$ cat config.mk
export PLATFORM = sky130hd
export DESIGN_NAME = vrs_sequencer
export DESIGN_NICKNAME = d
export VERILOG_FILES = /design/src/verilog/vrs_pkg.sv /design/src/verilog/vrs_sequencer.sv /design/src/verilog/vrs_sync.sv /design/src/verilog/vrs_tick_gen.sv
export SDC_FILE = /design/constraint.sdc
export NUM_CORES = 1
export LEC_CHECK = 0
export BUFFER_PORTS_ARGS = -buffer_cell sky130_fd_sc_hd__buf_2
export CAP_MARGIN = 5
export CORE_UTILIZATION = 50
export CTS_CLUSTER_DIAMETER = 150
export DETAILED_ROUTE_END_ITERATION = 10
export GPL_ROUTABILITY_DRIVEN = 1
export PLACE_DENSITY = 0.81
export SYNTH_ARGS = -nofsm -noshare
export SYNTH_HDL_FRONTEND = slang
export SYNTH_SLANG_ARGS = --single-unit
$ cat constraint.sdc
create_clock -name sys_clk -period 18.7 [get_ports sys_clk]
set_input_delay 1.87 -clock sys_clk [delete_from_list [all_inputs] [get_ports sys_clk]]
set_output_delay 1.87 -clock sys_clk [all_outputs]
set_load 0.03 [all_outputs]
$ cat src/verilog/vrs_pkg.sv
// vrs_pkg: constants, types and code tables of the reference sequencer
// assumes one 200 MHz clock; reference words count in 0.5 mV units
package vrs_pkg;

  // clock and switching rate
  localparam int unsigned CLK_FREQ_KHZ      = 200000;
  localparam int unsigned SW_FREQ_KHZ       = 222;
  localparam int unsigned SW_DIV_CYCLES     = CLK_FREQ_KHZ / SW_FREQ_KHZ;

  // code sampling and qualification, counted in switching cycles or readings
  localparam int unsigned SAMPLES_LEGACY    = 4;
  localparam int unsigned SAMPLES_TEN       = 6;
  localparam int unsigned QUAL_SW_CYCLES    = 12;
  localparam int unsigned TEN_QUAL_READS    = 3;
  localparam int unsigned STEP_SW_CYCLES    = 4;
  localparam int unsigned SS_WAIT_SW_CYCLES = 16;
  localparam int unsigned SS_STEP_SW_CYCLES = 16;

  // reference scaling
  localparam int unsigned REF_W             = 12;
  localparam int unsigned REF_UNIT_UV       = 500;
  localparam int unsigned SS_STEP_UV        = 12500;
  localparam int unsigned OV_FIXED_LOW_MV   = 1650;
  localparam int unsigned OV_FIXED_HIGH_MV  = 1950;
  localparam int unsigned OV_MARGIN_MV      = 200;
  localparam int unsigned OV_HYST_MV        = 50;
  localparam logic [12:0] SS_STEP           = 13'(SS_STEP_UV / REF_UNIT_UV);
  localparam logic [12:0] OV_FIXED_LOW      = 13'(OV_FIXED_LOW_MV * 1000 / REF_UNIT_UV);
  localparam logic [12:0] OV_FIXED_HIGH     = 13'(OV_FIXED_HIGH_MV * 1000 / REF_UNIT_UV);
  localparam logic [12:0] OV_MARGIN         = 13'(OV_MARGIN_MV * 1000 / REF_UNIT_UV);
  localparam logic [12:0] OV_HYST           = 13'(OV_HYST_MV * 1000 / REF_UNIT_UV);

  // code tables: value = base - code * lsb
  localparam logic [11:0] LEGACY_BASE       = 12'(1850 * 1000 / REF_UNIT_UV);
  localparam logic [11:0] LEGACY_LSB        = 12'(25000 / REF_UNIT_UV);
  localparam logic [11:0] TEN_BASE          = 12'(1725000 / REF_UNIT_UV);
  localparam logic [11:0] TEN_LSB           = 12'(12500 / REF_UNIT_UV);
  localparam logic [11:0] ALT_BASE          = 12'(1550 * 1000 / REF_UNIT_UV);
  localparam logic [11:0] ALT_LSB           = 12'(25000 / REF_UNIT_UV);
  localparam logic [4:0]  NO_LOAD_CODE      = 5'h1F;
  localparam logic [4:0]  CODE_RESET        = 5'h1F;

  // register map
  localparam logic [3:0]  REG_CTRL          = 4'h0;
  localparam logic [3:0]  REG_STATUS        = 4'h4;
  localparam logic [3:0]  REG_REF           = 4'h8;
  localparam int unsigned CTRL_MODE_LSB     = 0;
  localparam int unsigned STAT_STATE_LSB    = 0;
  localparam int unsigned STAT_OV_BIT       = 2;
  localparam int unsigned STAT_PASSED_BIT   = 3;
  localparam int unsigned STAT_NOLOAD_BIT   = 4;
  localparam int unsigned STAT_CODE_LSB     = 8;
  localparam int unsigned REF_DAC_LSB       = 0;
  localparam int unsigned REF_SS_LSB        = 16;

  typedef enum logic [1:0] {
    VRS_MODE_LEGACY = 2'b00,
    VRS_MODE_TEN    = 2'b01,
    VRS_MODE_ALT    = 2'b10
  } vrs_mode_t;

  localparam vrs_mode_t MODE_RESET = VRS_MODE_LEGACY;

  typedef enum logic [1:0] {
    VRS_ST_OFF  = 2'b00,
    VRS_ST_WAIT = 2'b01,
    VRS_ST_RAMP = 2'b10,
    VRS_ST_RUN  = 2'b11
  } vrs_state_t;

  typedef struct packed {
    logic pwmEn;
    logic lowForce;
    logic lowOe;
  } vrs_gate_t;

  typedef struct packed {
    logic        wrEn;
    logic        rdEn;
    logic [3:0]  addr;
    logic [31:0] wdata;
  } vrs_bus_req_t;

endpackage

$ cat src/verilog/vrs_sequencer.sv
// vrs_sequencer: code qualification, reference stepping, start-up and overvoltage
// assumes pin levels asynchronous, feedback as a 12-bit digitised word in 0.5 mV units
`timescale 1ns/10ps

// Behaviour
// RULE1: legacy/alternate modes sample code four times/cycle
// RULE2: non-ten modes qualify after 12 stable cycles
// RULE3: non-ten modes step every four switching cycles
// RULE4: ten-series mode samples six times per cycle
// RULE5: ten-series accepts after three equal readings
// RULE6: ten-series sets reference directly in one change
// RULE7: processor moves ten-series code one step
// RULE8: non-ten recognition may lag one period
// RULE9: fixed overvoltage threshold 1.65V or 1.95V
// RULE10: soft-start threshold max(fixed, reference plus 200mV)
// RULE11: after soft-start threshold is reference plus 200mV
// RULE12: low side held until hysteresis release, repeats
// RULE13: overvoltage never latches the controller off
// RULE14: below bias reset low drives high impedance
// RULE15: enable needs threshold input and both biases
// RULE16: all-ones code disables, other codes restart
// RULE17: all conditions met starts soft-start at once
// RULE18: wait 16 cycles, then 12.5mV per 16
// RULE19: feedback above ramp holds both switches off
// RULE20: each non-ten step is one table lsb
// RULE21: mode setting picks table, sampling and stepping
module vrs_sequencer #(
  parameter int unsigned SW_DIV = vrs_pkg::SW_DIV_CYCLES
) (
  // clock and reset
  input  wire logic                 sys_clk,
  input  wire logic                 rst,
  // register port
  input  wire vrs_pkg::vrs_bus_req_t busReq,
  output logic [31:0]               busRdData,
  // pins
  input  wire logic [4:0]           voltageCodeInputs,
  input  wire logic                 thresholdEnableInput,
  input  wire logic                 coreBiasOk,
  input  wire logic                 driverBiasSupplyOk,
  input  wire logic [11:0]          feedbackSense,
  // outputs
  output vrs_pkg::vrs_gate_t        lowSideGate,
  output logic [11:0]               referenceOut,
  output logic                      overvoltageTrip,
  output logic                      softStartActive
);
  import vrs_pkg::*;

  function automatic logic [11:0] codeToRef(input vrs_mode_t m, input logic [4:0] c);
    logic [11:0] base;
    logic [11:0] lsb;
    base = LEGACY_BASE;
    lsb  = LEGACY_LSB;
    case (m)
      VRS_MODE_TEN:
      begin
        base = TEN_BASE;
        lsb  = TEN_LSB;
      end
      VRS_MODE_ALT:
      begin
        base = ALT_BASE;
        lsb  = ALT_LSB;
      end
      default:
      begin
        base = LEGACY_BASE;
        lsb  = LEGACY_LSB;
      end
    endcase
    return 12'(base - 12'(lsb * 12'(c)));
  endfunction

  // synchronised pins
  logic [4:0]  codeS;
  logic [11:0] fbS;
  logic [2:0]  lvlS;
  vrs_sync #(.W(5)) uCodeSync (.sys_clk(sys_clk), .rst(rst), .asyncIn(voltageCodeInputs), .syncOut(codeS));
  vrs_sync #(.W(12)) uFbSync (.sys_clk(sys_clk), .rst(rst), .asyncIn(feedbackSense), .syncOut(fbS));
  vrs_sync #(.W(3)) uLvlSync (.sys_clk(sys_clk), .rst(rst),
    .asyncIn({thresholdEnableInput, coreBiasOk, driverBiasSupplyOk}), .syncOut(lvlS));

  // state
  vrs_mode_t   mode_r;
  vrs_state_t  state_r;
  logic [4:0]  candCode_r;
  logic [4:0]  tgtCode_r;
  logic [3:0]  qualCnt_r;
  logic [1:0]  stepCnt_r;
  logic [3:0]  ssCnt_r;
  logic [11:0] dacRef_r;
  logic [11:0] ssRef_r;
  logic        passed_r;
  logic        ovTrip_r;
  vrs_gate_t   gate_r;

  // ticks
  wire tenMode = (mode_r == VRS_MODE_TEN);
  logic swTick;
  logic sampleTick;
  vrs_tick_gen #(.SW_DIV(SW_DIV)) uTick (.sys_clk(sys_clk), .rst(rst), .tenMode(tenMode),
    .swTick(swTick), .sampleTick(sampleTick)); // [RULE1] [RULE4]

  // code qualification
  wire        codeNew   = sampleTick && (codeS != candCode_r);
  wire        qualInc   = tenMode ? (sampleTick && !codeNew) : swTick;
  wire [3:0]  qualGoal  = tenMode ? 4'(TEN_QUAL_READS) : 4'(QUAL_SW_CYCLES);
  wire        qualDone  = (qualCnt_r == qualGoal) && !codeNew; // [RULE2] [RULE5] [RULE8]
  wire        adopt     = qualDone && (candCode_r != tgtCode_r);
  wire [11:0] tgtRef    = codeToRef(mode_r, tgtCode_r); // [RULE21]
  wire [11:0] modeLsb   = (mode_r == VRS_MODE_TEN) ? TEN_LSB : (mode_r == VRS_MODE_ALT) ? ALT_LSB : LEGACY_LSB;

  always_ff @(posedge sys_clk)
  begin
    if (rst)
    begin
      candCode_r <= CODE_RESET;
      tgtCode_r  <= CODE_RESET;
      qualCnt_r  <= '0;
    end
    else
    begin
      if (codeNew)
      begin
        candCode_r <= codeS;
        qualCnt_r  <= tenMode ? 4'h1 : 4'h0; // [RULE5]
      end
      else if (qualInc && qualCnt_r != qualGoal)
        qualCnt_r <= qualCnt_r + 4'h1;
      if (adopt)
        tgtCode_r <= candCode_r;
    end
  end

  // reference stepping
  wire        refUp     = tgtRef > dacRef_r;
  wire [11:0] refDiff   = refUp ? 12'(tgtRef - dacRef_r) : 12'(dacRef_r - tgtRef);
  wire        stepDue   = swTick && (stepCnt_r == 2'(STEP_SW_CYCLES - 1));
  wire [11:0] refStep   = (refDiff <= modeLsb) ? tgtRef :
                          refUp ? 12'(dacRef_r + modeLsb) : 12'(dacRef_r - modeLsb); // [RULE20]

  always_ff @(posedge sys_clk)
  begin
    if (rst)
    begin
      dacRef_r  <= '0;
      stepCnt_r <= '0;
    end
    else if (state_r != VRS_ST_RUN || tenMode)
    begin
      dacRef_r  <= tgtRef; // [RULE6] [RULE7]
      stepCnt_r <= '0;
    end
    else if (dacRef_r == tgtRef)
      stepCnt_r <= '0;
    else if (swTick)
    begin
      stepCnt_r <= stepDue ? 2'h0 : stepCnt_r + 2'h1;
      if (stepDue)
        dacRef_r <= refStep; // [RULE3]
    end
  end

  // enable and soft-start
  wire        vccOk     = lvlS[1];
  wire        noLoad    = (codeS == NO_LOAD_CODE); // [RULE16]
  wire        enableAll = lvlS[2] && vccOk && lvlS[0] && !noLoad; // [RULE15]
  wire        ssLast    = swTick && (ssCnt_r == 4'(SS_STEP_SW_CYCLES - 1));
  wire [12:0] ssSum     = {1'b0, ssRef_r} + SS_STEP;
  wire [11:0] ssNext    = (ssSum >= {1'b0, dacRef_r}) ? dacRef_r : ssSum[11:0];

  always_ff @(posedge sys_clk)
  begin
    if (rst || !enableAll)
    begin
      state_r  <= VRS_ST_OFF;
      ssCnt_r  <= '0;
      ssRef_r  <= '0;
      passed_r <= 1'b0;
    end
    else
    begin
      case (state_r)
        VRS_ST_OFF:
          state_r <= VRS_ST_WAIT; // [RULE17]
        VRS_ST_WAIT:
        begin
          if (swTick)
            ssCnt_r <= ssCnt_r + 4'h1;
          if (swTick && ssCnt_r == 4'(SS_WAIT_SW_CYCLES - 1))
            state_r <= VRS_ST_RAMP; // [RULE18]
        end
        VRS_ST_RAMP:
        begin
          if ({1'b0, ssRef_r} > {1'b0, fbS})
            passed_r <= 1'b1; // [RULE19]
          if (swTick)
            ssCnt_r <= ssCnt_r + 4'h1;
          if (ssLast)
            ssRef_r <= ssNext; // [RULE18]
          if (ssRef_r >= dacRef_r)
            state_r <= VRS_ST_RUN;
        end
        VRS_ST_RUN:
          passed_r <= 1'b1;
        default:
          state_r <= VRS_ST_OFF;
      endcase
    end
  end

  // overvoltage comparator
  wire [12:0] fixedThr  = (mode_r == VRS_MODE_LEGACY) ? OV_FIXED_HIGH : OV_FIXED_LOW; // [RULE9]
  wire [12:0] marginThr = {1'b0, dacRef_r} + OV_MARGIN;
  wire        inSs      = (state_r == VRS_ST_WAIT) || (state_r == VRS_ST_RAMP);
  wire [12:0] ovThr     = (state_r == VRS_ST_RUN) ? marginThr : // [RULE11]
                          inSs ? ((marginThr > fixedThr) ? marginThr : fixedThr) : fixedThr; // [RULE10]
  wire        ovAbove   = {1'b0, fbS} > ovThr;
  wire        ovRelease = {1'b0, fbS} < 13'(ovThr - OV_HYST);

  always_ff @(posedge sys_clk)
  begin
    if (rst || !vccOk)
      ovTrip_r <= 1'b0;
    else if (ovAbove)
      ovTrip_r <= 1'b1; // [RULE12]
    else if (ovRelease)
      ovTrip_r <= 1'b0; // [RULE12] [RULE13]
  end

  // gate drive
  always_ff @(posedge sys_clk)
  begin
    if (rst)
      gate_r <= '0;
    else
    begin
      gate_r.lowOe    <= vccOk; // [RULE14]
      gate_r.lowForce <= vccOk && (ovTrip_r || ovAbove);
      gate_r.pwmEn    <= !ovTrip_r && !ovAbove &&
                         (state_r == VRS_ST_RUN || (state_r == VRS_ST_RAMP && passed_r)); // [RULE19] [RULE13]
    end
  end

  assign lowSideGate     = gate_r;
  assign overvoltageTrip = ovTrip_r;

  always_ff @(posedge sys_clk)
  begin
    if (rst)
    begin
      referenceOut    <= '0;
      softStartActive <= 1'b0;
    end
    else
    begin
      referenceOut    <= (state_r == VRS_ST_RUN) ? dacRef_r : ssRef_r;
      softStartActive <= inSs;
    end
  end

  // register port
  wire        wrCtrl   = busReq.wrEn && (busReq.addr == REG_CTRL);
  wire [1:0]  wrMode   = busReq.wdata[CTRL_MODE_LSB +: 2];
  wire [31:0] statWord = (32'(state_r) << STAT_STATE_LSB) | (32'(ovTrip_r) << STAT_OV_BIT) |
                         (32'(passed_r) << STAT_PASSED_BIT) | (32'(noLoad) << STAT_NOLOAD_BIT) |
                         (32'(tgtCode_r) << STAT_CODE_LSB);
  wire [31:0] refWord  = (32'(dacRef_r) << REF_DAC_LSB) | (32'(ssRef_r) << REF_SS_LSB);
  wire [31:0] rdMux    = (busReq.addr == REG_CTRL) ? (32'(mode_r) << CTRL_MODE_LSB) :
                         (busReq.addr == REG_STATUS) ? statWord :
                         (busReq.addr == REG_REF) ? refWord : 32'h0000_0000;

  always_ff @(posedge sys_clk)
  begin
    if (rst)
    begin
      mode_r    <= MODE_RESET;
      busRdData <= '0;
    end
    else
    begin
      if (wrCtrl && wrMode != 2'b11)
        mode_r <= vrs_mode_t'(wrMode); // [RULE21]
      busRdData <= busReq.rdEn ? rdMux : 32'h0000_0000;
    end
  end

  // checks
  property p_ten_direct;
    @(posedge sys_clk) disable iff (rst)
      (tenMode && state_r == VRS_ST_RUN && adopt) |=> ##1 (dacRef_r == codeToRef(mode_r, $past(candCode_r, 2)));
  endproperty
  a_ten_direct: assert property (p_ten_direct) else $error("ten-series reference not set directly"); // [RULE6]

  property p_step_lsb;
    @(posedge sys_clk) disable iff (rst)
      (!tenMode && $past(!tenMode) && state_r == VRS_ST_RUN && $past(state_r) == VRS_ST_RUN && $changed(dacRef_r))
      |-> ((dacRef_r > $past(dacRef_r)) ? (dacRef_r - $past(dacRef_r)) : ($past(dacRef_r) - dacRef_r)) <= modeLsb;
  endproperty
  a_step_lsb: assert property (p_step_lsb) else $error("step larger than one lsb"); // [RULE20]

  property p_step_spacing;
    @(posedge sys_clk) disable iff (rst)
      (!tenMode && state_r == VRS_ST_RUN && $past(state_r) == VRS_ST_RUN && $changed(dacRef_r))
      |-> ($past(swTick) && $past(stepCnt_r) == 2'h3);
  endproperty
  a_step_spacing: assert property (p_step_spacing) else $error("step not on fourth cycle"); // [RULE3]

  property p_qual;
    @(posedge sys_clk) disable iff (rst)
      $changed(tgtCode_r) |-> $past(qualCnt_r) == (tenMode ? 4'h3 : 4'hC);
  endproperty
  a_qual: assert property (p_qual) else $error("code adopted before qualification"); // [RULE2] [RULE5]

  property p_disable;
    @(posedge sys_clk) disable iff (rst)
      (noLoad || !lvlS[2]) |=> (state_r == VRS_ST_OFF ##1 !gate_r.pwmEn);
  endproperty
  a_disable: assert property (p_disable) else $error("controller ran while disabled"); // [RULE15] [RULE16]

  property p_start;
    @(posedge sys_clk) disable iff (rst)
      (state_r == VRS_ST_OFF && enableAll) |=> (state_r == VRS_ST_WAIT);
  endproperty
  a_start: assert property (p_start) else $error("soft-start did not begin at once"); // [RULE17]

  property p_wait16;
    @(posedge sys_clk) disable iff (rst)
      ($past(state_r) == VRS_ST_WAIT && state_r == VRS_ST_RAMP) |-> ($past(ssCnt_r) == 4'hF && $past(swTick));
  endproperty
  a_wait16: assert property (p_wait16) else $error("ramp began before 16 cycles"); // [RULE18]

  property p_ov_trip;
    @(posedge sys_clk) disable iff (rst)
      (vccOk && ovAbove) |=> (ovTrip_r && gate_r.lowForce && !gate_r.pwmEn);
  endproperty
  a_ov_trip: assert property (p_ov_trip) else $error("overvoltage did not force low side"); // [RULE9] [RULE12]

  property p_ov_run_thr;
    @(posedge sys_clk) disable iff (rst)
      (state_r == VRS_ST_RUN) |-> (ovThr == {1'b0, dacRef_r} + OV_MARGIN);
  endproperty
  a_ov_run_thr: assert property (p_ov_run_thr) else $error("run threshold not reference plus margin"); // [RULE11]

  property p_tristate;
    @(posedge sys_clk) disable iff (rst)
      !vccOk |=> !gate_r.lowOe && !gate_r.lowForce;
  endproperty
  a_tristate: assert property (p_tristate) else $error("low drive active below bias"); // [RULE14]

  property p_prebias;
    @(posedge sys_clk) disable iff (rst)
      (state_r == VRS_ST_RAMP && !passed_r) |=> !gate_r.pwmEn;
  endproperty
  a_prebias: assert property (p_prebias) else $error("drives on above ramp"); // [RULE19]

  c_ov_trip:  cover property (@(posedge sys_clk) disable iff (rst) $rose(ovTrip_r) ##[1:1000] $fell(ovTrip_r));
  c_ten_move: cover property (@(posedge sys_clk) disable iff (rst) tenMode && state_r == VRS_ST_RUN && adopt);
  c_leg_step: cover property (@(posedge sys_clk) disable iff (rst) !tenMode && state_r == VRS_ST_RUN && stepDue);
  c_ss_done:  cover property (@(posedge sys_clk) disable iff (rst) state_r == VRS_ST_RAMP ##1 state_r == VRS_ST_RUN);
endmodule

$ cat src/verilog/vrs_sync.sv
// vrs_sync: two-flop synchroniser for pin levels
// assumes inputs are asynchronous to sys_clk
`timescale 1ns/10ps
module vrs_sync #(
  parameter int unsigned W = 1
) (
  // clock and reset
  input  wire logic         sys_clk,
  input  wire logic         rst,
  // levels
  input  wire logic [W-1:0] asyncIn,
  output logic      [W-1:0] syncOut
);
  import vrs_pkg::*;

  logic [W-1:0] stage1_r;

  initial
  begin
    if (W < 1) $error("vrs_sync: W must be at least 1");
  end

  always_ff @(posedge sys_clk)
  begin
    if (rst)
    begin
      stage1_r <= '0;
      syncOut  <= '0;
    end
    else
    begin
      stage1_r <= asyncIn;
      syncOut  <= stage1_r;
    end
  end
endmodule

$ cat src/verilog/vrs_tick_gen.sv
// vrs_tick_gen: switching-cycle tick and code sampling ticks
// assumes one sys_clk domain; tenMode picks six samples per cycle, else four
`timescale 1ns/10ps
module vrs_tick_gen #(
  parameter int unsigned SW_DIV = vrs_pkg::SW_DIV_CYCLES
) (
  // clock and reset
  input  wire logic sys_clk,
  input  wire logic rst,
  // mode
  input  wire logic tenMode,
  // ticks
  output logic      swTick,
  output logic      sampleTick
);
  import vrs_pkg::*;

  localparam logic [15:0] SW_LAST   = 16'(SW_DIV - 1);
  localparam logic [15:0] SUB_LEG   = 16'(SW_DIV / SAMPLES_LEGACY - 1);
  localparam logic [15:0] SUB_TEN   = 16'(SW_DIV / SAMPLES_TEN - 1);

  logic [15:0] swCnt_r;
  logic [15:0] subCnt_r;
  logic [2:0]  smpCnt_r;
  wire  [15:0] subLast = tenMode ? SUB_TEN : SUB_LEG;
  wire         subHit  = (subCnt_r == subLast);

  initial
  begin
    if (SW_DIV < 24 || SW_DIV > 65535) $error("vrs_tick_gen: SW_DIV out of range");
  end

  assign swTick     = (swCnt_r == SW_LAST);
  assign sampleTick = subHit && (smpCnt_r != (tenMode ? 3'(SAMPLES_TEN) : 3'(SAMPLES_LEGACY)));

  always_ff @(posedge sys_clk)
  begin
    if (rst || swTick)
    begin
      swCnt_r  <= '0;
      subCnt_r <= '0;
      smpCnt_r <= '0;
    end
    else
    begin
      swCnt_r  <= swCnt_r + 16'h0001;
      subCnt_r <= subHit ? 16'h0000 : subCnt_r + 16'h0001;
      smpCnt_r <= sampleTick ? smpCnt_r + 3'h1 : smpCnt_r;
    end
  end

  // sample count per switching cycle
  logic [2:0] seen_r;
  logic       tenPrev_r;
  always_ff @(posedge sys_clk)
  begin
    if (rst || swTick)
      seen_r <= '0;
    else if (sampleTick)
      seen_r <= seen_r + 3'h1;
    if (rst || swTick)
      tenPrev_r <= tenMode;
  end

  property p_ten_rate;
    @(posedge sys_clk) disable iff (rst)
      (swTick && tenMode && tenPrev_r && !$past(rst)) |-> ((seen_r + 3'(sampleTick)) == 3'h6);
  endproperty
  a_ten_rate: assert property (p_ten_rate) else $error("ten-series mode missed six samples"); // [RULE4]

  property p_leg_rate;
    @(posedge sys_clk) disable iff (rst)
      (swTick && !tenMode && !tenPrev_r && !$past(rst)) |-> ((seen_r + 3'(sampleTick)) == 3'h4);
  endproperty
  a_leg_rate: assert property (p_leg_rate) else $error("legacy mode missed four samples"); // [RULE1]
endmodule

# Word-level counts from Yosys, hierarchy flattened

Index checks and enable logic that the tools add are counted.

Order comparisons: 8
Eq/ne operators: 24
Reductions and logical operators: 49
Muxes and demuxes: 33
Shift-type cells: 0
Bitwise gates (word level): 6
$add $sub $neg: 14
Multipliers: 1
Div/mod/pow operators: 0

Operators by type and width:

| operator                                                              | number |
|---|---|
| 12-bit 2-to-1 mux                                                     | 9 |
| 28-bit 2-to-1 mux                                                     | 2 |
| 12-bit subtractor                                                     | 4 |
| 13-bit 2-to-1 mux                                                     | 3 |
| 16-bit by 1-bit adder with 16-bit output (second input constant)      | 2 |
| 12-bit by 28-bit bitwise OR with 28-bit output                        | 1 |
| 12-bit > comparator                                                   | 2 |
| 10-bit case mux with 2 select lines                                   | 1 |
| 1-bit logical AND                                                     | 17 |
| 16-bit by 10-bit == test with 1-bit output (second input constant)    | 1 |
| 16-bit == test                                                        | 1 |
| 12-bit by 5-bit adder with 13-bit output (second input constant)      | 1 |
| 12-bit by 9-bit adder with 13-bit output (second input constant)      | 1 |
| 13-bit by 12-bit >= comparator with 1-bit output                      | 1 |
| 12-bit by 13-bit > comparator with 1-bit output                       | 1 |
| 13-bit by 12-bit > comparator with 1-bit output                       | 1 |
| 12-bit by 13-bit less-than comparator with 1-bit output               | 1 |
| 5-bit by 13-bit bitwise OR with 13-bit output                         | 1 |
| 13-bit by 7-bit subtractor with 13-bit output (second input constant) | 1 |
| 12-bit adder                                                          | 1 |
| 12-bit == test                                                        | 1 |
| 12-bit >= comparator                                                  | 1 |
| 12-bit less-or-equal comparator                                       | 1 |
| 12-bit by 5-bit multiplier with 12-bit output                         | 1 |
| 35 further kinds                                                      | 79 |

RAM bits: 0
ROM bits: 0
Output and inout port bits: 49
Flip-flop bits (word level): 169
Latch bits: 0
Memories kept: 0
Word-level logic and storage cells: 162
Bits of input ports: 60

# Longest topological paths before layout

Gate-level depths: netlist of the first run.

Word-level depth: 12
Mapped depth: 36
Mapped depth without buffers: 34

# By module

From an unflattened synthesis of the first run, not the netlist that was laid out.

Cell total of the unflattened synthesis: 1288
Area total of the unflattened synthesis: 11232.0 um^2

Modules (own cells, without submodules):

| module                | area each (um^2) | cells each | instances | seq. area each (um^2) |
|---|---|---|---|---|
| vrs_sequencer         | 8478.1           | 1023       | 1         | 1821.7 |
| vrs_tick_gen          | 1640.3           | 183        | 1         | 700.7 |
| vrs_sync at uFbSync   | 693.2            | 50         | 1         | 480.5 |
| vrs_sync at uCodeSync | 262.8            | 20         | 1         | 200.2 |
| vrs_sync at uLvlSync  | 157.7            | 12         | 1         | 120.1 |

# Worst setup path after synthesis of the first run

Ideal clock, no wire load.

Kind: register to register
Start point: register mode_r[1]
End point: register dacRef_r[0]
Required time: 18.621 ns
Buffers on the path: 2
Path slack: 11.027 ns
Data arrival time: 7.594 ns
Library setup time: 0.079 ns
Stages on the path, launching flop included: 34
Clock period less this slack: 7.673 ns
Path through: dfxtp_1 > inv_1 > ha_1 > clkbuf_1 > nor2b_1 > fa_1 > inv_1 > fa_1 > inv_1 > fa_1 > inv_1 > ha_1 > a21oi_1 > o21bai_1 > a2111oi_0 > nor3_1 > xor2_1 > ha_1 > and4_4 > nand3_2 > and2_1 > buf_2 > nor2_4 > nand3b_1 > o31ai_1 > xnor2_1 > ha_1 > and3_1 > a21oi_1 > a211oi_1 > o32a_1 > a41oi_2 > mux2_2 > a211oi_2

Cells in the longest elaborated chain, start to end: 12
Elaborated cells between the ends (all ways): 25
Those cells by class: add/sub (5); mul (1); order compare (2); eq/ne (4); mux (9); reduce/logical (4)

RTL lines:

| item                                                            | line                                                           | RTL |
|---|---|---|
| start, declared                                                 | vrs_sequencer.sv:85                                            | `vrs_mode_t mode_r;` |
| start signal, assigned                                          | vrs_sequencer.sv:284                                           | `mode_r <= vrs_mode_t'(wrMode);` |
| 2-bit by 1-bit == test with 1-bit output                        | vrs_sequencer.sv:55, vrs_sequencer.sv:99, vrs_sequencer.sv:112 |  |
| 6-bit 2-to-1 mux                                                | vrs_sequencer.sv:55, vrs_sequencer.sv:112                      |  |
| 12-bit by 5-bit multiplier with 12-bit output                   | vrs_sequencer.sv:72                                            | `return 12'(base - 12'(lsb * 12'(c)));` |
| 12-bit subtractor                                               | vrs_sequencer.sv:72                                            |  |
| 12-bit subtractor / 12-bit > comparator (equally long branches) | vrs_sequencer.sv:138, vrs_sequencer.sv:137                     |  |
| 12-bit 2-to-1 mux                                               | vrs_sequencer.sv:138                                           | `wire [11:0] refDiff = refUp ? 12'(tgtRef - dacRef_r) : 12'(dacRef_r - tgtRef);` |
| 12-bit less-or-equal comparator                                 | vrs_sequencer.sv:140                                           | `wire [11:0] refStep = (refDiff <= modeLsb) ? tgtRef :` |
| 12-bit 2-to-1 mux                                               | vrs_sequencer.sv:140                                           |  |
| 12-bit 2-to-1 mux                                               | vrs_sequencer.sv:160                                           | `if (stepDue)` |
| 12-bit 2-to-1 mux                                               | vrs_sequencer.sv:157                                           | `else if (swTick)` |
| 12-bit 2-to-1 mux                                               | vrs_sequencer.sv:155                                           | `else if (dacRef_r == tgtRef)` |
| 12-bit 2-to-1 mux                                               | vrs_sequencer.sv:150                                           | `else if (state_r != VRS_ST_RUN \|\| tenMode)` |
| end signal, assigned                                            | vrs_sequencer.sv:152                                           | `dacRef_r <= tgtRef;` |
| end signal, assigned                                            | vrs_sequencer.sv:161                                           | `dacRef_r <= refStep;` |
| end, declared                                                   | vrs_sequencer.sv:92                                            | `logic [11:0] dacRef_r;` |

Several ways; a longest one is shown, not always the timed one. The select of a mux whose other input is x is not followed.
A chain may end at the register's enable or synchronous reset.

# Worst setup path after layout of the first run

Start point: register mode_r[1]
End point: register dacRef_r[11]

Same word-level chain as after synthesis.

==> results of run 1 <==
==> power by group through the flow <==
stage	combinational, mW	sequential, mW	clock, mW
after floorplan	0.369	0.379	0
after global placement	0.430	0.392	0
after detailed placement	0.444	0.392	0
after CTS	0.449	0.384	0.398
after global routing	0.503	0.386	0.413
final	0.458	0.386	0.393
==> worst max path at each step <==
stage	endpoint	slack, ps	start	cells after the start
after detailed placement	dacRef_r[11]	9830	mode_r[1]	32
final	dacRef_r[11]	9670	mode_r[1]	33
after global routing	dacRef_r[11]	8990	mode_r[1]	33
after floorplan	dacRef_r[0]	11030	mode_r[1]	33
after CTS	dacRef_r[11]	9800	mode_r[1]	32
after global placement	dacRef_r[0]	10060	mode_r[1]	31
==> per-stage QoR <==
stage / cells / hold WS [ps] / power (mW) / util [%]
floorplan: 1303 / 414 / 0.748 / -
global placement: 1604 / 419 / 0.821 / 53.5
detailed placement: 1604 / 420 / 0.836 / 53.5
CTS: 1636 / 432 / 1.23 / 56.5
global route: 1636 / 452 / 1.30 / 56.5
finish: 1636 / 430 / 1.24 / 56.5
==> state kept, by name, indices dropped and copies added (netlist names), 4 cells and up <==
| name | cells |
|---|---|
| uTick.subCnt_r | 16 |
| uFbSync.syncOut | 12 |
| dacRef_r | 12 |
| candCode_r | 5 |
| busRdData | 25 |
| tgtCode_r | 5 |
| referenceOut | 12 |
| ssCnt_r | 4 |
| uFbSync.stage1_r | 12 |
| uTick.swCnt_r | 16 |
| ssRef_r | 12 |
| uCodeSync.syncOut | 5 |
| uCodeSync.stage1_r | 5 |
| qualCnt_r | 4 |
==> final cells by class <==
class / instances / area share, %
multi-input combinational: 979 / 58.7
sequential: 166 / 26.9
clock buffer: 19 / 3.58
timing repair buffer: 76 / 3.18
inverter: 103 / 3.13
tap: 280 / 2.83
clock inverter: 13 / 1.69
==> cell families after synthesis <==
family          share of synthesized area, %
simple gates                            20.5
compound gates                          14.3
flops                                   29.7
buf+inv                                 5.77
fa+ha+maj                               18.4
xor+xnor                                6.96
mux                                     4.44
other cells                           0.0335
==> routing by layer <==
| layer | up-vias | wire (µm) | global-route usage [%] |
|---|---|---|---|
| li1 | 4596 | - | - |
| met1 | 4500 | 12000 | 32.5 |
| met2 | 387 | 12700 | 41.9 |
| met3 | 75 | 2220 | 3.77 |
| met4 | 0 | 930 | 10.7 |
| met5 | - | 0 | 0 |
==> critical path: cells and delay by family, from the launching register on <==
family / cells / cell delay (ps)
adders and majority gates: 7 / 2560
DFF: 1 / 330
buffers and inverters: 3 / 810
AOI/OAI and AO/OA: 15 / 3220
xor gates and xnor gates: 2 / 610
and+or+nand+nor: 6 / 1310
==> synthesized netlist by cell type, drive strengths merged, types with 26 or more instances <==
master	count
dfxtp	166
ha	142
nor2	124
inv	102
nand2	69
nor2b	55
a21oi	54
nand3	50
xnor2	47
mux2i	44
o21ai	43
xor2	42
clkbuf	39
and3	33
nor3	26
==> metrics, run 1 <==
max frequency 0.111 GHz; TNS Setup 0 ps; I/O Pins 109; Setup Buffers After CTS 0; CTS resizes 0; most frequent cells in the layout 166 x dfxtp_1, 142 x ha_1, 123 x nor2_1; Worst Skew 11.4 ps; Filler Cell Count 1950; WL/cell 17.0 µm; r2r startpoint mode_r[1]; CP Class register to register; status complete, no violations; Worst-Margin Slew 1360 ps; Max VDD drop 70.8 µV; critical path required time 18980 ps; crit-path max FO 18; setup violators final 0; reg2reg setup slack 9670 ps; Mapped Cells 1297; number of placement rows 54; largest net degree at the start of global routing 77; asr flop ratio synth 0%; Critical-path top delay cell ha_1; crit-path most repeated cell ha_1; combinational share of power 37.0%; Synth Cell Area 0.0112 mm²; Port-buffer cells 71; Root Buffer clkbuf_16; pwr dens 100 mW/mm²; first-pass GRT wire length 45500 µm; Hold Crit Start uFbSync.stage1_r[8]; H-tree depth 4; Final HPWL DP 20000 µm; final period utilization 48.3%; Starting Density 51.2%; Post-synth EDFFs 0; Die Height 152 µm; Placement Cell Area 0.0117 mm²; R2R Path End dacRef_r[11]; Hold Buf Count CTS 0; Critical Path Max Stage Delay 720 ps; Final ANT Viol Nets 0; P&R area growth vs syn 10.4%; RSZ-0062 raised after global routing no; First-pass DRT Iterations 5; Synth top area share 29.7%; Tot GR Track Use 25.3%; Rel. slew slack 8.71%; Hold Vio Cnt, Final 0; CP Launch Type register; top post-synthesis cells by area dfxtp_1 30%, ha_1 16%, nor2_1 4.1%, mux2i_1 3.9%, xnor2_1 3.7%; sequential share of power 31.2%; CTS Buf Count 17; clock sinks 166; Post-synth top flop dfxtp_1; Hold Crit Class register to register; layout cells sized above 1 10.0%; Synth Warn # 0; FF+latch count, synth 166; CTS tree built; Core Area 0.0219 mm²; most common cell after layout, fill and taps aside dfxtp_1; Worst Hold Path EP uFbSync.syncOut[8]; cells on worst reg2reg path 33; nets 1559; Leakage Power 5.46 nW; Slew Viols, Final 0; vias in the first global route 9284; initial antenna violation count 0; starting DRC count in detailed routing 766; gpl congestion 0.964; max_cap viols 0; Critical Path AT 9310 ps; Reg area 0.00332 mm²; Die Wd 152 µm; Worst-Skew Late Latency 440 ps; sequential fraction of the synthesis area 29.7%; synthesized area per cell 8.63 µm²; Yosys top cell by area dfxtp_1; final worst slack 9670 ps; die area 0.0230 mm²; pre-CTS WS 9830 ps; clock transition at the registers of the reported paths 70 ps; Max clock buf depth 2; synth unique cells 78; Net Sw Frac 36.5%; grt total ovfl 0; vias 9558; hold path cells 1; drc violations 0; Setup crit end kind register; vias per cell 5.84; Multi-input gate area 0.00726 mm²; Finished Cell Area 0.0124 mm²; Psw 452 µW; Internal Power 785 µW; min Tclk post-route 9030 ps; Post-Route WL 27900 µm; Clock power frac 31.8%; diodes inserted 0
(Power assumes the default switching activity.)
==> inputs of run 2 (changes only) <==
--- a/config.mk
+++ b/config.mk
@@ -11,7 +11,7 @@
 export CTS_CLUSTER_DIAMETER = 150
 export DETAILED_ROUTE_END_ITERATION = 10
 export GPL_ROUTABILITY_DRIVEN = 1
-export PLACE_DENSITY = 0.81
+export PLACE_DENSITY = 0.84
 export SYNTH_ARGS = -nofsm -noshare
 export SYNTH_HDL_FRONTEND = slang
 export SYNTH_SLANG_ARGS = --single-unit
==> constraint.sdc (replaced) <==
create_clock -name sys_clk -period 8.1 [get_ports sys_clk]
set_input_delay 0.81 -clock sys_clk [delete_from_list [all_inputs] [get_ports sys_clk]]
set_output_delay 0.81 -clock sys_clk [all_outputs]
set_load 0.03 [all_outputs]
==> run 2 against run 1 <==
Combinational power is 140% higher. Sequential power grew 130%. Clock-buffer cell count down 1. Non-clock buffer count increased by 13. Final cell count rose by 0.79%.
==> metrics, run 2 (synthesis results as in run 1) <==
status complete, no violations; Leakage Power 5.51 nW; Slew Viols, Final 0; Max VDD drop 186 µV; Worst-Skew Late Latency 440 ps; max frequency 0.129 GHz; Root Buffer clkbuf_16; Hold Crit Class register to register; Max clock buf depth 2; pwr dens 227 mW/mm²; Worst-Margin Slew 1250 ps; WL/cell 17.1 µm; min Tclk post-route 7760 ps; vias per cell 5.83; P&R area growth vs syn 11.1%; nets 1572; CP Launch Type register; Core Area 0.0219 mm²; Filler Cell Count 1878; non-filler instance count after layout 1649; H-tree depth 4; CP Class register to register; CTS Buf Count 17; initial antenna violation count 0; clock sinks 166; Most flops, register busRdData; Finished Cell Area 0.0124 mm²; Setup crit end kind register; most common cell after layout, fill and taps aside dfxtp_1; max reg flops 25; Critical Path AT 8100 ps; RSZ-0062 raised after global routing yes; diodes inserted 0; number of placement rows 54; Post-Route WL 28200 µm; First-pass DRT Iterations 5; Critical-path top delay cell fa_1; Hold Vio Cnt, Final 0; Inst Count DP 1613; critical path required time 8440 ps; clock transition at the registers of the reported paths 70 ps; Die Wd 152 µm; starting DRC count in detailed routing 750; setup violators final 0; die area 0.0230 mm²; largest net degree at the start of global routing 77; Die Height 152 µm; final period utilization 95.8%; drc violations 0; Port-buffer cells 71; crit-path max FO 11; Placement Cell Area 0.0118 mm²; Critical Path Max Stage Delay 530 ps; layout cells sized above 1 11.5%; CTS tree built; Hold WS 434 ps; I/O Pins 109; Top Registers busRdData x25, uTick.subCnt_r x16, uTick.swCnt_r x16; vias in the first global route 9258; grt total ovfl 0; most frequent cells in the layout 166 x dfxtp_1, 142 x ha_1, 123 x nor2_1; Tot GR Track Use 25.5%; max_cap viols 0; Hold Buf Count CTS 0; Rel. slew slack 16.8%; Starting Density 51.2%; gpl congestion 0.955; Final ANT Viol Nets 0; Worst Skew 17.2 ps; vias 9609; first-pass GRT wire length 45900 µm; Final HPWL DP 20600 µm
-- run 2: changes by cell type in the layout (fill, tap and decap cells not counted), moves of 2 or more --
| cell | before | now |
|---|---|---|
| bufinv_16 | 4 | 0 |
| a21oi_1 | 53 | 51 |
| inv_6 | 3 | 5 |
| clkinv_8 | 0 | 3 |
| a21oi_2 | 1 | 3 |
| buf_4 | 5 | 18 |
-- run 2: per-layer routing --
layer  up-vias  global-route usage (%)  share of wire, %
li1       4623                       -                 -
met3        56                    5.36               8.9
met4         0                    9.80               2.9
met1      4499                    32.9                42
met2       431                    41.6                46
met5         -                       0                 0
-- run 2: where the power goes --
group          switching [mW]  internal (mW)  leakage, nW  total (mW)
clock                   0.389          0.422        0.292       0.811
sequential             0.0497          0.838         1.35       0.888
combinational           0.655          0.467         3.86        1.12
total                    1.09           1.73         5.51        2.82
-- run 2: worst max-delay path, delay by kind of cell (launching register included) --
family | cells | cell delay (ps)
buf+inv | 5 | 320
xor+xnor | 2 | 400
simple gates | 9 | 2100
flops | 1 | 360
compound gates | 10 | 1920
fa+ha+maj | 7 | 2530
-- run 2: cell type report --
class / count / area (µm²) / area share [%]
clock buffer: 18 / 439 / 3.53
clock inverter: 14 / 151 / 1.22
inverter: 103 / 387 / 3.11
multi-input combinational: 979 / 7300 / 58.7
sequential: 166 / 3320 / 26.7
tap: 280 / 350 / 2.82
timing repair buffer: 89 / 490 / 3.94
-- run 2: path summary, 6_finish.rpt --
path,from,to,slack [ps],cells after the start
hold reg to reg,uFbSync.stage1_r[6],uFbSync.syncOut[6],430,1
hold / removal,uFbSync.stage1_r[6],uFbSync.syncOut[6],430,1
setup reg to reg,mode_r[1],dacRef_r[10],340,33
setup / recovery,mode_r[1],dacRef_r[10],340,33
-- run 2: what timing repair did --
item / CTS / global route
buffers inserted: 0 / 4
endpoints found under the setup margin: 0 / 12
gates resized for setup: 0 / 11
endpoints found under the hold margin: 0 / 0
-- run 2: stage by stage --
stage	TNS, ps	utilization [%]	power, mW	setup slack [ps]
2_1_floorplan	0	-	1.73	427
5_1_grt	-59.6	56.8	2.97	-46.9
4_1_cts	0	56.5	2.75	43.8
3_3_place_gp	0	53.8	1.90	333
3_5_place_dp	0	53.8	1.94	155
6_report	0	56.8	2.82	339
==> inputs of run 3 (changes only) <==
--- a/config.mk
+++ b/config.mk
@@ -11,7 +11,7 @@
 export CTS_CLUSTER_DIAMETER = 150
 export DETAILED_ROUTE_END_ITERATION = 10
 export GPL_ROUTABILITY_DRIVEN = 1
-export PLACE_DENSITY = 0.84
+export PLACE_DENSITY = 0.81
 export SYNTH_ARGS = -nofsm -noshare
 export SYNTH_HDL_FRONTEND = slang
 export SYNTH_SLANG_ARGS = --single-unit
==> constraint.sdc (replaced) <==
create_clock -name sys_clk -period 7.6 [get_ports sys_clk]
set_input_delay 0.76 -clock sys_clk [delete_from_list [all_inputs] [get_ports sys_clk]]
set_output_delay 0.76 -clock sys_clk [all_outputs]
set_load 0.03 [all_outputs]
==> run 3 against run 2 <==
Via count decreased by 0.14%. Global-route usage is 0.18 points lower. Final cell count up 0.73%. Worst setup slack worse by 43 ps. Critical path type unchanged. Largest cell class unchanged.
==> metrics, run 3 (synthesis results as in run 1) <==
H-tree depth 4; Post-Route WL 28000 µm; CP Class register to register; Top Registers busRdData x25, uTick.subCnt_r x16, uTick.swCnt_r x16; total stage count of the critical path 30; I/O Pins 109; layout cells sized above 1 12.5%; number of placement rows 54; final period utilization 96.1%; Die Wd 152 µm; initial antenna violation count 0; Finished Cell Area 0.0125 mm²; most frequent cells in the layout 164 x dfxtp_1, 139 x ha_1, 123 x nor2_1; Worst Skew 12.5 ps; diodes inserted 0; status complete, no violations; max reg flops 25; setup violators final 0; Most flops, register busRdData; metal3 WL 2040 µm; Final ANT Viol Nets 0; met2 wire len 12700 µm; Hold Vio Cnt, Final 0; r2r startpoint mode_r[0]; cell family with most CP delay adder cells; Inst Count DP 1627; met1 wire length 12100 µm; Tot GR Track Use 25.4%; crit-path most repeated cell inv_1; max frequency 0.137 GHz; crit path from mode_r[0]; Core Area 0.0219 mm²; cells on worst reg2reg path 30; Worst-Margin Slew 1210 ps; Hold Buf Count CTS 0; largest net degree at the start of global routing 77; critical path required time 7950 ps; Filler Cell Count 1903; vias 9596; Port-buffer cells 71; Critical Path AT 7650 ps; CTS tree built; clock transition at the registers of the reported paths 70 ps; Max VDD drop 173 µV; reg2reg setup slack 300 ps; worst path buffer plus inverter count 6; pwr dens 241 mW/mm²; drc violations 0; Max clock buf depth 2; gpl congestion 0.956; top layer in use met4; Final HPWL DP 20600 µm; clock sinks 166; final worst slack 295 ps; Hold Crit Class register to register; Rel. slew slack 19.5%; pre-CTS WS 78.8 ps; grt total ovfl 0; R2R Path End dacRef_r[6]; WL/cell 16.8 µm; CTS Buf Count 17; Root Buffer clkbuf_16; Critical Path Max Stage Delay 520 ps; vias per cell 5.78; crit-path max FO 8; starting DRC count in detailed routing 583; Worst-Skew Late Latency 440 ps; CP endpoint dacRef_r[6]; CP Launch Type register; vias in the first global route 9336; Slew Viols, Final 0; die area 0.0230 mm²; nets 1584; Placement Cell Area 0.0119 mm²; Setup crit end kind register; max_cap viols 0; Leakage Power 5.55 nW; First-pass DRT Iterations 5; most common cell after layout, fill and taps aside dfxtp_1; RSZ-0062 raised after global routing no; Die Height 152 µm; first-pass GRT wire length 45600 µm; min Tclk post-route 7300 ps; Critical-path top delay cell fa_1; Starting Density 51.2%; P&R area growth vs syn 11.9%; non-filler instance count after layout 1661
==> run 3: how the worst min path moves through the flow <==
stage                                     start                    to  cells past startpoint
after CTS                   uFbSync.stage1_r[8]    uFbSync.syncOut[8]                      1
after detailed placement    uFbSync.stage1_r[8]    uFbSync.syncOut[8]                      1
final                       uFbSync.stage1_r[5]    uFbSync.syncOut[5]                      1
after floorplan           uCodeSync.stage1_r[0]  uCodeSync.syncOut[0]                      1
after global placement    uCodeSync.stage1_r[4]  uCodeSync.syncOut[4]                      1
after global routing       uLvlSync.stage1_r[1]   uLvlSync.syncOut[1]                      1
==> run 3: repair_timing <==
action | CTS | global route
buffers inserted | 0 | 2
resized for setup | 0 | 20
setup endpoints to repair | 0 | 12
==> run 3: area by class of cell <==
type                    count  area (µm²)  share of cell area [%]
clock inverters            12         133                    1.06
clock buffers              20         447                    3.56
repair buffers            101         584                    4.66
well taps                 280         350                    2.80
multi-input cells         979        7300                    58.3
flip-flops and latches    166        3330                    26.6
inverters                 103         387                    3.08
==> run 3: routing by layer <==
layer  track usage [%]  vias up
li1                  -     4656
met1              31.6     4484
met2              41.4      371
met3              5.15       85
met4              12.7        0
met5                 0        -
==> run 3: report_power, final <==
group,internal (mW),leakage (nW),total [mW],switching (mW)
clock network,0.472,0.282,0.862,0.390
registers,0.894,1.35,0.948,0.0540
logic,0.535,3.92,1.21,0.675
total,1.90,5.55,3.02,1.12
==> run 3: worst register-to-register path, delay by kind of cell (launching register included) <==
kind            cells  cell delay (ps)
fa+ha+maj           7             2660
compound gates      8             1560
mux                 1              260
buf+inv             6              550
xor+xnor            1              170
simple gates        7             1640
flops               1              380
==> run 3: through the flow <==
stage          hold slack, ps  utilization [%]  power (mW)  setup TNS [ps]
3_3_place_gp              416             54.3        2.08               0
5_1_grt                   456             57.3        3.18               0
2_1_floorplan             414                -        1.84           -9.83
4_1_cts                   436             56.9        2.97               0
3_5_place_dp              420             54.3        2.11               0
6_report                  436             57.3        3.02               0
